<file path="config.mk">
export PLATFORM = sky130hd
export DESIGN_NAME = interrupt_vector_prioritizer
export DESIGN_NICKNAME = d
export VERILOG_FILES = /design/src/ivp_pkg.sv /design/src/interrupt_vector_prioritizer.sv /design/src/ivp_prio_arb.sv
export SDC_FILE = /design/constraint.sdc
export NUM_CORES = 1
export LEC_CHECK = 0
export BUFFER_PORTS_ARGS = -buffer_cell sky130_fd_sc_hd__clkbuf_2
export CAP_MARGIN = 20
export CORE_MARGIN = 2
export CORE_UTILIZATION = 49
export DETAILED_ROUTE_END_ITERATION = 7
export PLACE_DENSITY = 0.88
export SLEW_MARGIN = 30
export SYNTH_ARGS = -nofsm -noshare
export SYNTH_HDL_FRONTEND = slang
export SYNTH_HIERARCHICAL = 1
export SYNTH_SLANG_ARGS = --single-unit
</file>
<file path="constraint.sdc">
create_clock -name CLK_SYS_I -period 33.6 [get_ports CLK_SYS_I]
set_clock_uncertainty 0.1 [all_clocks]
set_input_delay 10.08 -clock CLK_SYS_I [delete_from_list [all_inputs] [get_ports CLK_SYS_I]]
set_output_delay 10.08 -clock CLK_SYS_I [all_outputs]
set_load 0.01 [all_outputs]
</file>
<file path="src/ivp_pkg.sv">
// Shared constants and carrier types for the interrupt vector prioritizer
package ivp_pkg;

  // ---------------------------------------------------------------------------
  // Sizes
  // ---------------------------------------------------------------------------
  localparam int MSK_N    = 19;
  localparam int PRIO_W   = 3;
  localparam int PIN_N    = 8;
  localparam int PERIPH_N = 11;
  localparam int FIX_N    = 6;
  localparam int SRC_N    = FIX_N + MSK_N;
  localparam int SRC_W    = 5;
  localparam int MIDX_W   = 5;

  // ---------------------------------------------------------------------------
  // Source slots in the pending vector
  // ---------------------------------------------------------------------------
  localparam logic [SRC_W-1:0] SRC_RESET = 5'h00;
  localparam logic [SRC_W-1:0] SRC_NMI   = 5'h01;
  localparam logic [SRC_W-1:0] SRC_WD1   = 5'h02;
  localparam logic [SRC_W-1:0] SRC_WD2   = 5'h03;
  localparam logic [SRC_W-1:0] SRC_ILLOP = 5'h04;
  localparam logic [SRC_W-1:0] SRC_TRAP  = 5'h05;
  localparam logic [SRC_W-1:0] SRC_MSK   = 5'h06;

  // Maskable slot offsets
  localparam int MSK_WDOG1  = 0;
  localparam int MSK_PIN0   = 1;
  localparam int MSK_PERIPH = 8;

  // ---------------------------------------------------------------------------
  // Exception codes and handler addresses
  // ---------------------------------------------------------------------------
  localparam logic [15:0] CODE_RESET     = 16'h0000;
  localparam logic [15:0] CODE_NMI       = 16'h0010;
  localparam logic [15:0] CODE_WD1       = 16'h0020;
  localparam logic [15:0] CODE_WD2       = 16'h0030;
  localparam logic [15:0] CODE_TRAP_BASE = 16'h0040;
  localparam logic [15:0] CODE_ILLOP     = 16'h0060;
  localparam logic [15:0] CODE_MSK_BASE  = 16'h0080;
  localparam int          CODE_STEP_SH   = 4;

  localparam logic [31:0] HND_RESET  = 32'h0000_0000;
  localparam logic [31:0] HND_NMI    = 32'h0000_0010;
  localparam logic [31:0] HND_WDOG   = 32'h0000_0020;
  localparam logic [31:0] HND_TRAP_A = 32'h0000_0040;
  localparam logic [31:0] HND_TRAP_B = 32'h0000_0050;
  localparam logic [31:0] HND_ILLOP  = 32'h0000_0060;
  localparam logic [15:0] HND_HI_ZERO = 16'h0000;

  // ---------------------------------------------------------------------------
  // Carriers
  // ---------------------------------------------------------------------------
  typedef logic [MSK_N-1:0][PRIO_W-1:0] prio_vec_t;

  typedef struct packed {
    logic       req;
    logic [4:0] num;
  } trap_req_t;

  typedef struct packed {
    logic              valid;
    logic [15:0]       code;
    logic [31:0]       handler;
    logic              restore_next;
    logic              maskable;
    logic [PRIO_W-1:0] level;
  } vector_t;

endpackage

</file>
<file path="src/interrupt_vector_prioritizer.sv">
// Interrupt and exception vector prioritizer facing the processor core
// Functional notes
// - Pin reset or a watchdog internal reset gives code 0000H, handler 0, no restore address.
// - A valid edge on the non-maskable pin gives code 0010H, handler 10H, restore next PC.
// - First watchdog overflow in non-maskable mode gives code 0020H and handler 20H.
// - Second watchdog overflow in non-maskable mode gives code 0030H but handler 20H.
// - Illegal opcode or debug trap gives code 0060H, handler 60H, restore next PC.
// - First watchdog overflow in interval mode is maskable, default priority 0, code 0080H.
// - Edges on the seven external pins are maskable, priorities 1 to 7, codes 0090H to 00F0H.
// - Pulses on the eleven peripheral inputs are maskable, priorities 8 to 18, codes 0100H to 01A0H.
// - Software traps give 32 vectors in two groups of sixteen, each group its own handler.
module interrupt_vector_prioritizer
  import ivp_pkg::*;
#(
  parameter int MSK_CNT = MSK_N,
  parameter int LVL_W   = PRIO_W
) (
  // Clock and reset
  input  wire logic              CLK_SYS_I,
  input  wire logic              RESET_I,
  // Watchdogs
  input  wire logic              WDOG1_RESET_I,
  input  wire logic              WDOG2_RESET_I,
  input  wire logic              WDOG1_OVF_I,
  input  wire logic              WDOG1_NMI_MODE_I,
  input  wire logic              WDOG2_OVF_I,
  input  wire logic              WDOG2_NMI_MODE_I,
  // Pins, bit 0 non-maskable, bits 1..7 external requests
  input  wire logic [PIN_N-1:0]  PIN_I,
  input  wire logic [PIN_N-1:0]  PIN_EDGE_RISE_I,
  // Core exceptions
  input  wire trap_req_t         TRAP_I,
  input  wire logic              ILLEGAL_OP_I,
  input  wire logic              DEBUG_TRAP_I,
  // Peripheral pulses and maskable control
  input  wire logic [PERIPH_N-1:0] PERIPH_REQ_I,
  input  wire logic [MSK_N-1:0]  MSK_EN_I,
  input  wire prio_vec_t         PRIO_I,
  // Core handshake
  input  wire logic              ACK_I,
  output logic                   REQ_VALID_O,
  output logic [15:0]            EXC_CODE_O,
  output logic [31:0]            HANDLER_O,
  output logic                   RESTORE_NEXT_O,
  output logic                   REQ_MASKABLE_O,
  output logic [PRIO_W-1:0]      REQ_LEVEL_O
);

  if (MSK_CNT != MSK_N || LVL_W != PRIO_W) begin : g_chk
    $error("interrupt_vector_prioritizer: sizes must match the package");
  end

  // ---------------------------------------------------------------------------
  // State
  // ---------------------------------------------------------------------------
  typedef struct packed {
    logic [PIN_N-1:0] s1;
    logic [PIN_N-1:0] s2;
    logic [PIN_N-1:0] s3;
    logic [PIN_N-1:0] lvl;
    logic [SRC_N-1:0] pend;
    logic [4:0]       trap_num;
    logic [SRC_W-1:0] cur;
    vector_t          vec;
  } state_t;

  localparam logic [SRC_N-1:0] PEND_AT_RESET = 25'h000_0001;
  localparam logic [SRC_N-1:0] ONE_SRC       = 25'h000_0001;

  state_t s_r;
  state_t s_nxt;

  logic [PIN_N-1:0]  lvl_nxt;
  logic [PIN_N-1:0]  edge_v;
  logic [SRC_N-1:0]  set_v;
  logic [SRC_N-1:0]  clr_v;
  logic [SRC_N-1:0]  pend_nxt;
  logic              arb_valid;
  logic [MIDX_W-1:0] arb_idx;
  logic [PRIO_W-1:0] arb_level;
  logic [15:0]       msk_code;

  // ---------------------------------------------------------------------------
  // Pin filter and edge detect
  // ---------------------------------------------------------------------------
  for (genvar i = 0; i < PIN_N; i++) begin : g_pin
    assign lvl_nxt[i] = (s_r.s2[i] == s_r.s3[i]) ? s_r.s2[i] : s_r.lvl[i];
    assign edge_v[i]  = (lvl_nxt[i] != s_r.lvl[i]) && (lvl_nxt[i] == PIN_EDGE_RISE_I[i]);
  end

  // ---------------------------------------------------------------------------
  // Request capture
  // ---------------------------------------------------------------------------
  always_comb begin
    set_v = '0;
    set_v[SRC_RESET] = WDOG1_RESET_I | WDOG2_RESET_I;
    set_v[SRC_NMI]   = edge_v[0];
    set_v[SRC_WD1]   = WDOG1_OVF_I & WDOG1_NMI_MODE_I;
    set_v[SRC_WD2]   = WDOG2_OVF_I & WDOG2_NMI_MODE_I;
    set_v[SRC_ILLOP] = ILLEGAL_OP_I | DEBUG_TRAP_I;
    set_v[SRC_TRAP]  = TRAP_I.req;
    set_v[SRC_MSK + MSK_WDOG1] = WDOG1_OVF_I & ~WDOG1_NMI_MODE_I;
    set_v[SRC_MSK + MSK_PIN0 +: PIN_N-1] = edge_v[PIN_N-1:1];
    set_v[SRC_MSK + MSK_PERIPH +: PERIPH_N] = PERIPH_REQ_I;
  end

  // Acknowledge clears the presented source; a new event wins
  assign clr_v    = (ACK_I && s_r.vec.valid) ? (ONE_SRC << s_r.cur) : '0;
  assign pend_nxt = (s_r.pend & ~clr_v) | set_v;

  ivp_prio_arb #(
    .N (MSK_N),
    .W (PRIO_W)
  ) u_arb (
    .req_i   (pend_nxt[SRC_N-1:FIX_N] & MSK_EN_I),
    .prio_i  (PRIO_I),
    .valid_o (arb_valid),
    .idx_o   (arb_idx),
    .level_o (arb_level)
  );

  assign msk_code = CODE_MSK_BASE + (16'(arb_idx) << CODE_STEP_SH);

  // ---------------------------------------------------------------------------
  // Next state and vector selection
  // ---------------------------------------------------------------------------
  always_comb begin
    s_nxt      = s_r;
    s_nxt.s1   = PIN_I;
    s_nxt.s2   = s_r.s1;
    s_nxt.s3   = s_r.s2;
    s_nxt.lvl  = lvl_nxt;
    s_nxt.pend = pend_nxt;
    if (TRAP_I.req) begin
      s_nxt.trap_num = TRAP_I.num;
    end
    s_nxt.vec = '0;
    s_nxt.cur = SRC_RESET;
    if (pend_nxt[SRC_RESET]) begin
      s_nxt.vec.valid   = 1'b1;
      s_nxt.vec.code    = CODE_RESET;
      s_nxt.vec.handler = HND_RESET;
    end else if (pend_nxt[SRC_NMI]) begin
      s_nxt.cur = SRC_NMI;
      s_nxt.vec.valid        = 1'b1;
      s_nxt.vec.code         = CODE_NMI;
      s_nxt.vec.handler      = HND_NMI;
      s_nxt.vec.restore_next = 1'b1;
    end else if (pend_nxt[SRC_WD1]) begin
      s_nxt.cur = SRC_WD1;
      s_nxt.vec.valid   = 1'b1;
      s_nxt.vec.code    = CODE_WD1;
      s_nxt.vec.handler = HND_WDOG;
    end else if (pend_nxt[SRC_WD2]) begin
      s_nxt.cur = SRC_WD2;
      s_nxt.vec.valid   = 1'b1;
      s_nxt.vec.code    = CODE_WD2;
      s_nxt.vec.handler = HND_WDOG;
    end else if (pend_nxt[SRC_ILLOP]) begin
      s_nxt.cur = SRC_ILLOP;
      s_nxt.vec.valid        = 1'b1;
      s_nxt.vec.code         = CODE_ILLOP;
      s_nxt.vec.handler      = HND_ILLOP;
      s_nxt.vec.restore_next = 1'b1;
    end else if (pend_nxt[SRC_TRAP]) begin
      s_nxt.cur = SRC_TRAP;
      s_nxt.vec.valid        = 1'b1;
      s_nxt.vec.code         = CODE_TRAP_BASE | 16'(s_nxt.trap_num);
      s_nxt.vec.handler      = s_nxt.trap_num[4] ? HND_TRAP_B : HND_TRAP_A;
      s_nxt.vec.restore_next = 1'b1;
    end else if (arb_valid) begin
      s_nxt.cur = SRC_MSK + arb_idx;
      s_nxt.vec.valid        = 1'b1;
      s_nxt.vec.code         = msk_code;
      s_nxt.vec.handler      = {HND_HI_ZERO, msk_code};
      s_nxt.vec.restore_next = 1'b1;
      s_nxt.vec.maskable     = 1'b1;
      s_nxt.vec.level        = arb_level;
    end
  end

  always_ff @(posedge CLK_SYS_I) begin
    if (RESET_I) begin
      s_r      <= '0;
      s_r.pend <= PEND_AT_RESET;
    end else begin
      s_r <= s_nxt;
    end
  end

  // ---------------------------------------------------------------------------
  // Outputs
  // ---------------------------------------------------------------------------
  assign REQ_VALID_O    = s_r.vec.valid;
  assign EXC_CODE_O     = s_r.vec.code;
  assign HANDLER_O      = s_r.vec.handler;
  assign RESTORE_NEXT_O = s_r.vec.restore_next;
  assign REQ_MASKABLE_O = s_r.vec.maskable;
  assign REQ_LEVEL_O    = s_r.vec.level;
endmodule

</file>
<file path="src/ivp_prio_arb.sv">
// Lowest-level-first arbiter for the maskable requests
module ivp_prio_arb
  import ivp_pkg::*;
#(
  parameter int N = MSK_N,
  parameter int W = PRIO_W
) (
  // Requests
  input  wire logic [N-1:0]        req_i,
  input  wire logic [N-1:0][W-1:0] prio_i,
  // Grant
  output logic                     valid_o,
  output logic [MIDX_W-1:0]        idx_o,
  output logic [W-1:0]             level_o
);

  if (N < 1 || N > (1 << MIDX_W)) begin : g_chk
    $error("ivp_prio_arb: N out of range");
  end

  // Strict less-than keeps the lowest index on a tie
  always_comb begin
    valid_o = 1'b0;
    idx_o   = '0;
    level_o = '0;
    for (int i = 0; i < N; i++) begin
      if (req_i[i] && (!valid_o || prio_i[i] < level_o)) begin
        valid_o = 1'b1;
        idx_o   = MIDX_W'(i);
        level_o = prio_i[i];
      end
    end
  end

endmodule

</file>
==> results of run 1 <==
[where the power goes]
part | internal [mW] | switching [mW]
Clock | 0.0576 | 0.0399
Sequential | 0.106 | 0.00153
Combinational | 0.0839 | 0.0912
[routing by layer]
layer	GRT usage	vias up	share of wire
met5	0	-	0
met2	0.409	337	0.48
met1	0.323	3220	0.43
met3	0.0376	60	0.068
li1	-	3386	-
met4	0.0749	0	0.031
[Yosys cell counts, types with 4 or more instances]
master	count	area, um^2
a211o_1	6	52.6
a211oi_1	12	90.1
a21boi_0	6	45.0
a21o_1	4	30.0
a21oi_1	59	295
a31oi_1	11	68.8
and2_1	19	119
and4b_1	5	50.1
buf_1	4	15.0
buf_4	53	398
clkbuf_1	5	18.8
dfxtp_1	87	1740
ha_1	28	350
inv_1	42	158
mux2_2	6	67.6
mux2i_1	15	150
nand2_1	84	315
nand2b_1	10	62.6
nand3_1	17	85.1
nand4_1	7	43.8
nand4b_1	5	43.8
nor2_1	72	270
nor2b_1	46	288
nor3_1	13	65.1
nor3b_1	7	52.6
nor4_1	5	31.3
nor4b_1	5	43.8
o211ai_1	6	45.0
o21a_1	16	120
o21ai_0	41	205
o21ai_1	6	30.0
o22ai_1	5	31.3
o311ai_1	4	35.0
o31a_1	6	52.6
or2_2	9	56.3
or3_1	12	75.1
[kinds of logic (layout without fill, tap and decap cells)]
family / count (synthesis) / count (layout) / synth area share
other: 1 / 32 / 0.000558
and+or+nand+nor: 342 / 342 / 0.278
DFF: 87 / 87 / 0.259
xor gates and xnor gates: 2 / 2 / 0.00261
muxes: 24 / 24 / 0.0391
buffers and inverters: 109 / 274 / 0.0931
AOI/OAI and AO/OA: 247 / 247 / 0.272
adders and majority gates: 30 / 30 / 0.0551
[state kept, by name, indices dropped and copies added (netlist names)]
register	flops
REQ_VALID_O	1
s_r	51
HANDLER_O	4
s_nxt	16
EXC_CODE_O	10
REQ_MASKABLE_O	1
REQ_LEVEL_O	3
RESTORE_NEXT_O	1
[final cells by class]
cell class / count / share of cell area
inverter: 43 / 0.0193
multi-input combinational: 677 / 0.560
timing repair buffer: 215 / 0.151
tap: 176 / 0.0264
clock buffer: 11 / 0.0279
clock inverter: 5 / 0.00704
sequential: 87 / 0.208
[per-stage QoR]
stage	cells	worst slack, ns	hold WS (ns)	TNS, ns	cell area, um^2
finish	1214	1.04	0.340	0	8360
global route	1214	-0.310	0.368	-1.82	8360
CTS	1186	0.0179	0.347	0	7930
detailed placement	1170	-0.382	0.325	-2.22	7640
global placement	1170	0.408	0.318	0	7640
floorplan	873	1.69	0.314	0	6830
[critical path, delay by kind of cell]
family | cells | cell delay [ns]
AO/OA/AOI/OAI | 50 | 9.48
multiplexers | 9 | 2.66
adder cells (fa/ha/maj) | 19 | 4.92
AND/OR/NAND/NOR | 32 | 4.18
buffers and inverters | 17 | 1.35
[timing repair]
| action | CTS | global route |
|---|---|---|
| buffers inserted | 0 | 28 |
| hold buffers | 0 | 0 |
| resized for setup | 1 | 51 |
| endpoints found under the setup margin | 5 | 18 |
| pin swaps | 0 | 19 |
[how the worst max path moves through the flow]
stage                             startpoint            end  slack (ns)  depth (start not counted)
after CTS                              ACK_I        s_r[56]        0.02                        128
after detailed placement               ACK_I        s_r[56]       -0.38                        128
after global placement                 ACK_I        s_r[56]        0.41                        130
final                                  ACK_I        s_r[56]        1.04                        127
after global routing                   ACK_I        s_r[56]       -0.31                        129
after floorplan           PIN_EDGE_RISE_I[1]  EXC_CODE_O[8]        1.69                        121
==> results.md, run 1 <==
* Wire per inst at 15.8 um
* Layout area overhead at 24.4%
* R2r endpoint: s_r[56]
* Fillers at 1,080
* PortBufs at 141
* Post-Route WL at 19,100 um
* Via Count at 7,003
* N_diodes at 0
* Synth Cell Area at 0.00672 mm^2
* I/O pins at 174
* Routed vias/inst at 5.77
* H-tree depth at 3
* Routed Antenna Nets at 0
* Worst Path Required at 33.76 ns
* #FFs+latches synth at 87
* Number of antenna violations at the first check in global routing at 0
* R2R depth at 126
* Seq/Total Area, Yosys at 0.259
* CP Class: in -> reg
* WHS Path Cells at 1
* Crit path top cell by count: ha_1
* Clk_lat worst skew at 0.34 ns
* Vias in the first global route at 6,296
* Fmax at 0.0307 GHz
* Kind of start point of the critical path: primary input
* Initial Util at 0.505
* Std-Cell Rows at 42
* Status: finished, final reports clean
* Leakage at 3.64 nW
* Drc violations at 0
* Post-synth ARST share at 0
* Clock tree buffer depth at 2
* Final Hold Fails at 0
* Die Width at 121 um
* Max incr delay on CP at 0.37 ns
* Num CTS Buffers at 9
* Most common cell after layout, fill and taps aside: clkbuf_2
* Worst r2r src: s_r[56]
* Commonest non-fill, non-tap cells in the layout: 141 x clkbuf_2, 87 x dfxtp_1, 81 x nand2_1, 74 x buf_4, 70 x nor2_1
* Slowest cell on crit path: o31a_4
* Setup crit end kind: register
* Max-slew headroom at 0.527
* Average size of a mapped cell at 7.98 um^2
* Nets at 1,181
* Register area at 0.00174 mm^2
* Reg2reg setup slack at 10.32 ns
* Initial DRC Count at 559
* Hold path startpoint: s_nxt[107]
* Main synth FF type: dfxtp_1
* Final Slew Violations at 0
* Chip height at 121 um
* Gr usage total at 0.244
* Core area at 0.0133 mm^2
* Clk root buf: clkbuf_16
* Layout cell share with drive strength beyond 1 at 0.310
* Synthesized instance count at 842
* Post-layout min period at 32.56 ns
* # clock sinks at 87
* P per Cell Area at 45.5 mW/mm^2
* Max VDD drop at 0.0274 mV
* Hold worst-path end: s_nxt[99]
* Pin count of the biggest net entering global routing at 63
* Finished Core Util at 0.628
* Total design power at 0.380 mW
* First-pass GRT wire length at 29,300 um
* Final Wtd Congestion at 1.00
* Final Cycle Share at 0.969
* DP HPWL at 14,300 um
* Final Setup Violations at 0
* DR pass1 iterations at 8
* Clock slew at reported path FFs at 0.06 ns
* Die area at 0.0147 mm^2
* CP max FO at 6
* Post-synth EDFFs at 0
* Hold WC Path Type: reg -> reg
* Arr. time, crit path at 32.72 ns
* Grt total ovfl at 0
* Warnings from Yosys at 6
* CTS tree: done
* Worst-Margin Slew at 0.702 ns
* Area of the multi-input gates at 0.00468 mm^2
* Netlist cell types at 103
* Max_cap viols at 0
No activity file was read; power rests on OpenSTA's default activity.
==> run 2, diff against run 1 <==
--- a/config.mk
+++ b/config.mk
@@ -8,11 +8,10 @@
 export BUFFER_PORTS_ARGS = -buffer_cell sky130_fd_sc_hd__clkbuf_2
 export CAP_MARGIN = 20
 export CORE_MARGIN = 2
-export CORE_UTILIZATION = 49
+export CORE_UTILIZATION = 50
 export DETAILED_ROUTE_END_ITERATION = 7
-export PLACE_DENSITY = 0.88
+export PLACE_DENSITY = 0.89
 export SLEW_MARGIN = 30
 export SYNTH_ARGS = -nofsm -noshare
 export SYNTH_HDL_FRONTEND = slang
-export SYNTH_HIERARCHICAL = 1
 export SYNTH_SLANG_ARGS = --single-unit
==> run 2 against run 1 <==
Final area rose by 4.1%. First-iteration DRC count grew 1.4%. Utilization rose by 0.28 points. Register-to-register slack worse by 0.05 ns. Cell count increased by 4.4%. Critical path depth rose by 1. Via count increased by 7.3%. Clock power increased by 11%. Synthesized cell count up 5.1%. Synthesized area is 3.8% higher. Sequential share of layout area down 0.81 points.
==> results.md, run 2 <==
* Max_cap viols at 0 (unchanged)
* Slowest cell on crit path: o41a_1 (was o31a_4)
* Total design power at 0.402 mW (was 0.380 mW)
* Max VDD drop at 0.0474 mV (was 0.0274 mV)
* Nets at 1,230 (was 1,181)
* Std-Cell Rows at 43 (was 42)
* Psw at 0.142 mW (was 0.133 mW)
* Crit path top cell by count: ha_1 (unchanged)
* Initial DRC Count at 567 (was 559)
* Area of the multi-input gates at 0.00495 mm^2 (was 0.00468 mm^2)
* Synthesized instance count at 885 (was 842)
* Register area at 0.00174 mm^2 (unchanged)
* Status: finished, final reports clean (unchanged)
* Hold WC Path Type: reg -> reg (unchanged)
* Final Setup Violations at 0 (unchanged)
* Finished Core Util at 0.631 (was 0.628)
* Die area at 0.0149 mm^2 (was 0.0147 mm^2)
* Max incr delay on CP at 0.47 ns (was 0.37 ns)
* Clk_lat worst skew at 0.33 ns (was 0.34 ns)
* Warnings from Yosys at 0 (was 6)
* Main synth FF type: dfxtp_1 (unchanged)
* Commonest non-fill, non-tap cells in the layout: 141 x clkbuf_2, 87 x dfxtp_1, 81 x nand2_1, 80 x nor2_1, 79 x buf_4 (was 141 x clkbuf_2, 87 x dfxtp_1, 81 x nand2_1, 74 x buf_4, 70 x nor2_1)
* Placed Instance Area at 0.00805 mm^2 (was 0.00764 mm^2)
* Gr usage total at 0.260 (was 0.244)
* Via Count at 7,516 (was 7,003)
* Num CTS Buffers at 9 (unchanged)
* Kind of start point of the critical path: primary input (unchanged)
* Routed Antenna Nets at 0 (unchanged)
* #FFs+latches synth at 87 (unchanged)
* CTS tree: done (unchanged)
* Power share of the clock group at 0.269 (was 0.256)
* Fillers at 1,190 (was 1,080)
* Synth top area cells: dfxtp_1 25%, buf_4 5.7%, ha_1 5.0% (was dfxtp_1 26%, buf_4 5.9%, ha_1 5.2%)
* Pint at 0.260 mW (was 0.248 mW)
* Grt total ovfl at 0 (unchanged)
* Clk root buf: clkbuf_16 (unchanged)
* P per Cell Area at 46.3 mW/mm^2 (was 45.5 mW/mm^2)
* Vias in the first global route at 6,910 (was 6,296)
* Sequential power share at 0.268 (was 0.283)
* Worst Path Required at 33.77 ns (was 33.76 ns)
* Hold path startpoint: s_nxt[106] (was s_nxt[107])
* H-tree depth at 3 (unchanged)
* Arr. time, crit path at 32.74 ns (was 32.72 ns)
* Average size of a mapped cell at 7.88 um^2 (was 7.98 um^2)
* Leakage at 3.85 nW (was 3.64 nW)
* Max-slew headroom at 0.391 (was 0.527)
* Top-area cell type share of the netlist area at 0.250 (was 0.259)
* Number of antenna violations at the first check in global routing at 0 (unchanged)
* Post-synth ARST share at 0 (unchanged)
* Most frequent cells after synthesis: 87 x dfxtp_1, 85 x nor2_1, 82 x nand2_1 (was 87 x dfxtp_1, 84 x nand2_1, 72 x nor2_1)
* DR pass1 iterations at 5 (was 8)
* Final Cycle Share at 0.969 (about the same)
* Pin count of the biggest net entering global routing at 64 (was 63)
* Count leader, synth: dfxtp_1 (unchanged)
* Worst-Margin Slew at 0.908 ns (was 0.702 ns)
* Synth area leader: dfxtp_1 (unchanged)
* Routed vias/inst at 5.93 (was 5.77)
* Setup crit end kind: register (unchanged)
* Fmax at 0.0307 GHz (about the same)
* N_diodes at 0 (unchanged)
* Drc violations at 0 (unchanged)
* PortBufs at 141 (unchanged)
* I/O pins at 174 (unchanged)
* Chip height at 122 um (was 121 um)
* Seq/Total Area, Yosys at 0.250 (was 0.259)
* Post-synth EDFFs at 0 (unchanged)
* Most common cell after layout, fill and taps aside: clkbuf_2 (unchanged)
* Final Wtd Congestion at 0.989 (was 1.00)
* Layout area overhead at 24.7% (was 24.4%)
* CP max FO at 8 (was 6)
* Hold Buf Count CTS at 0 (unchanged)
* Comb pwr share at 0.463 (was 0.460)
* Netlist cell types at 101 (was 103)
* Worst r2r src: s_r[54] (was s_r[56])
* Worst setup path start: ACK_I (unchanged)
* Clock slew at reported path FFs at 0.07 ns (was 0.06 ns)
* Switching Fraction at 0.354 (was 0.349)
* Initial Util at 0.506 (was 0.505)
* Final Slew Violations at 0 (unchanged)
* DP HPWL at 15,700 um (was 14,300 um)
* Hold Slack at 0.335 ns (was 0.340 ns)
* Synth Cell Area at 0.00697 mm^2 (was 0.00672 mm^2)
* Post-Route WL at 20,600 um (was 19,100 um)
* Final Hold Fails at 0 (unchanged)
* Die Width at 122 um (was 121 um)
* Fin area at 0.00869 mm^2 (was 0.00836 mm^2)
* CP Class: in -> reg (unchanged)
* Max reg flops at 51 (unchanged)
* Setup TNS at 0 ns (unchanged)
* First-pass GRT wire length at 31,400 um (was 29,300 um)
* # clock sinks at 87 (unchanged)
* Core area at 0.0138 mm^2 (was 0.0133 mm^2)
* Wire per inst at 16.3 um (was 15.8 um)
* Clock tree buffer depth at 2 (unchanged)
* Top reg by flops: s_r (unchanged)
* Layout cell share with drive strength beyond 1 at 0.300 (was 0.310)
* Post-layout min period at 32.57 ns (was 32.56 ns)
-- run 2: cell types whose count changed after synthesis, sizes merged, moves of 10 or more --
| cell | change |
|---|---|
| a21o | +30 |
| nand2b | +14 |
| nor2 | +13 |
| or3 | -10 |
-- run 2: kinds of logic (layout without fill, tap and decap cells) --
| logic type | count (synthesis) | count (layout) | synth area share |
|---|---|---|---|
| fa+ha+maj | 32 | 32 | 0.0562 |
| compound gates | 299 | 299 | 0.324 |
| simple gates | 343 | 343 | 0.257 |
| other cells | 1 | 32 | 0.000538 |
| mux | 18 | 18 | 0.0280 |
| flops | 87 | 87 | 0.250 |
| buf+inv | 105 | 276 | 0.0852 |
-- run 2: repair_timing --
| item | CTS | global route |
|---|---|---|
| setup endpoints to repair | 0 | 18 |
| resized for setup | 0 | 48 |
| buffers inserted | 0 | 16 |
-- run 2: worst max-delay path, delay by kind of cell --
family,cells,cell delay (ns)
muxes,8,2.34
AOI/OAI and AO/OA,57,10.61
buffers and inverters,15,1.53
adders and majority gates,19,4.98
and+or+nand+nor,29,3.20
-- run 2: power by group through the flow --
| stage | clock network, mW | registers (mW) | logic, mW |
|---|---|---|---|
| after global routing | 0.114 | 0.108 | 0.203 |
| final | 0.108 | 0.108 | 0.186 |
| after global placement | 0 | 0.110 | 0.160 |
| after floorplan | 0 | 0.110 | 0.107 |
| after CTS | 0.109 | 0.108 | 0.167 |
| after detailed placement | 0 | 0.110 | 0.165 |
-- run 2: worst paths after layout --
path               endpoint  slack, ns  cells past startpoint
setup / recovery    s_r[56]       1.03                    128
hold / removal    s_nxt[98]       0.34                      1
setup reg to reg    s_r[56]      10.27                    126
hold reg to reg   s_nxt[98]       0.34                      1
-- run 2: layout make-up --
type	instances	share of cell area
multi-input cells	724	0.569
flip-flops and latches	87	0.200
repair buffers	220	0.149
clock inverters	7	0.0118
inverters	40	0.0173
clock buffers	9	0.0259
well taps	180	0.0259
-- run 2: stage by stage --
step | std cells | worst slack [ns]
2_1_floorplan | 916 | 1.50
3_3_place_gp | 1235 | 0.780
3_5_place_dp | 1235 | -0.0578
4_1_cts | 1251 | 0.176
5_1_grt | 1267 | -0.469
6_report | 1267 | 1.03
-- run 2: metal layers --
layer / GRT usage / share of wire / routed length (um) / up-vias
met4: 0.0984 / 0.036 / 749 / 0
li1: - / - / - / 3575
met5: 0 / 0 / 0 / -
met3: 0.0468 / 0.065 / 1330 / 69
met2: 0.466 / 0.49 / 10100 / 339
met1: 0.307 / 0.41 / 8470 / 3533
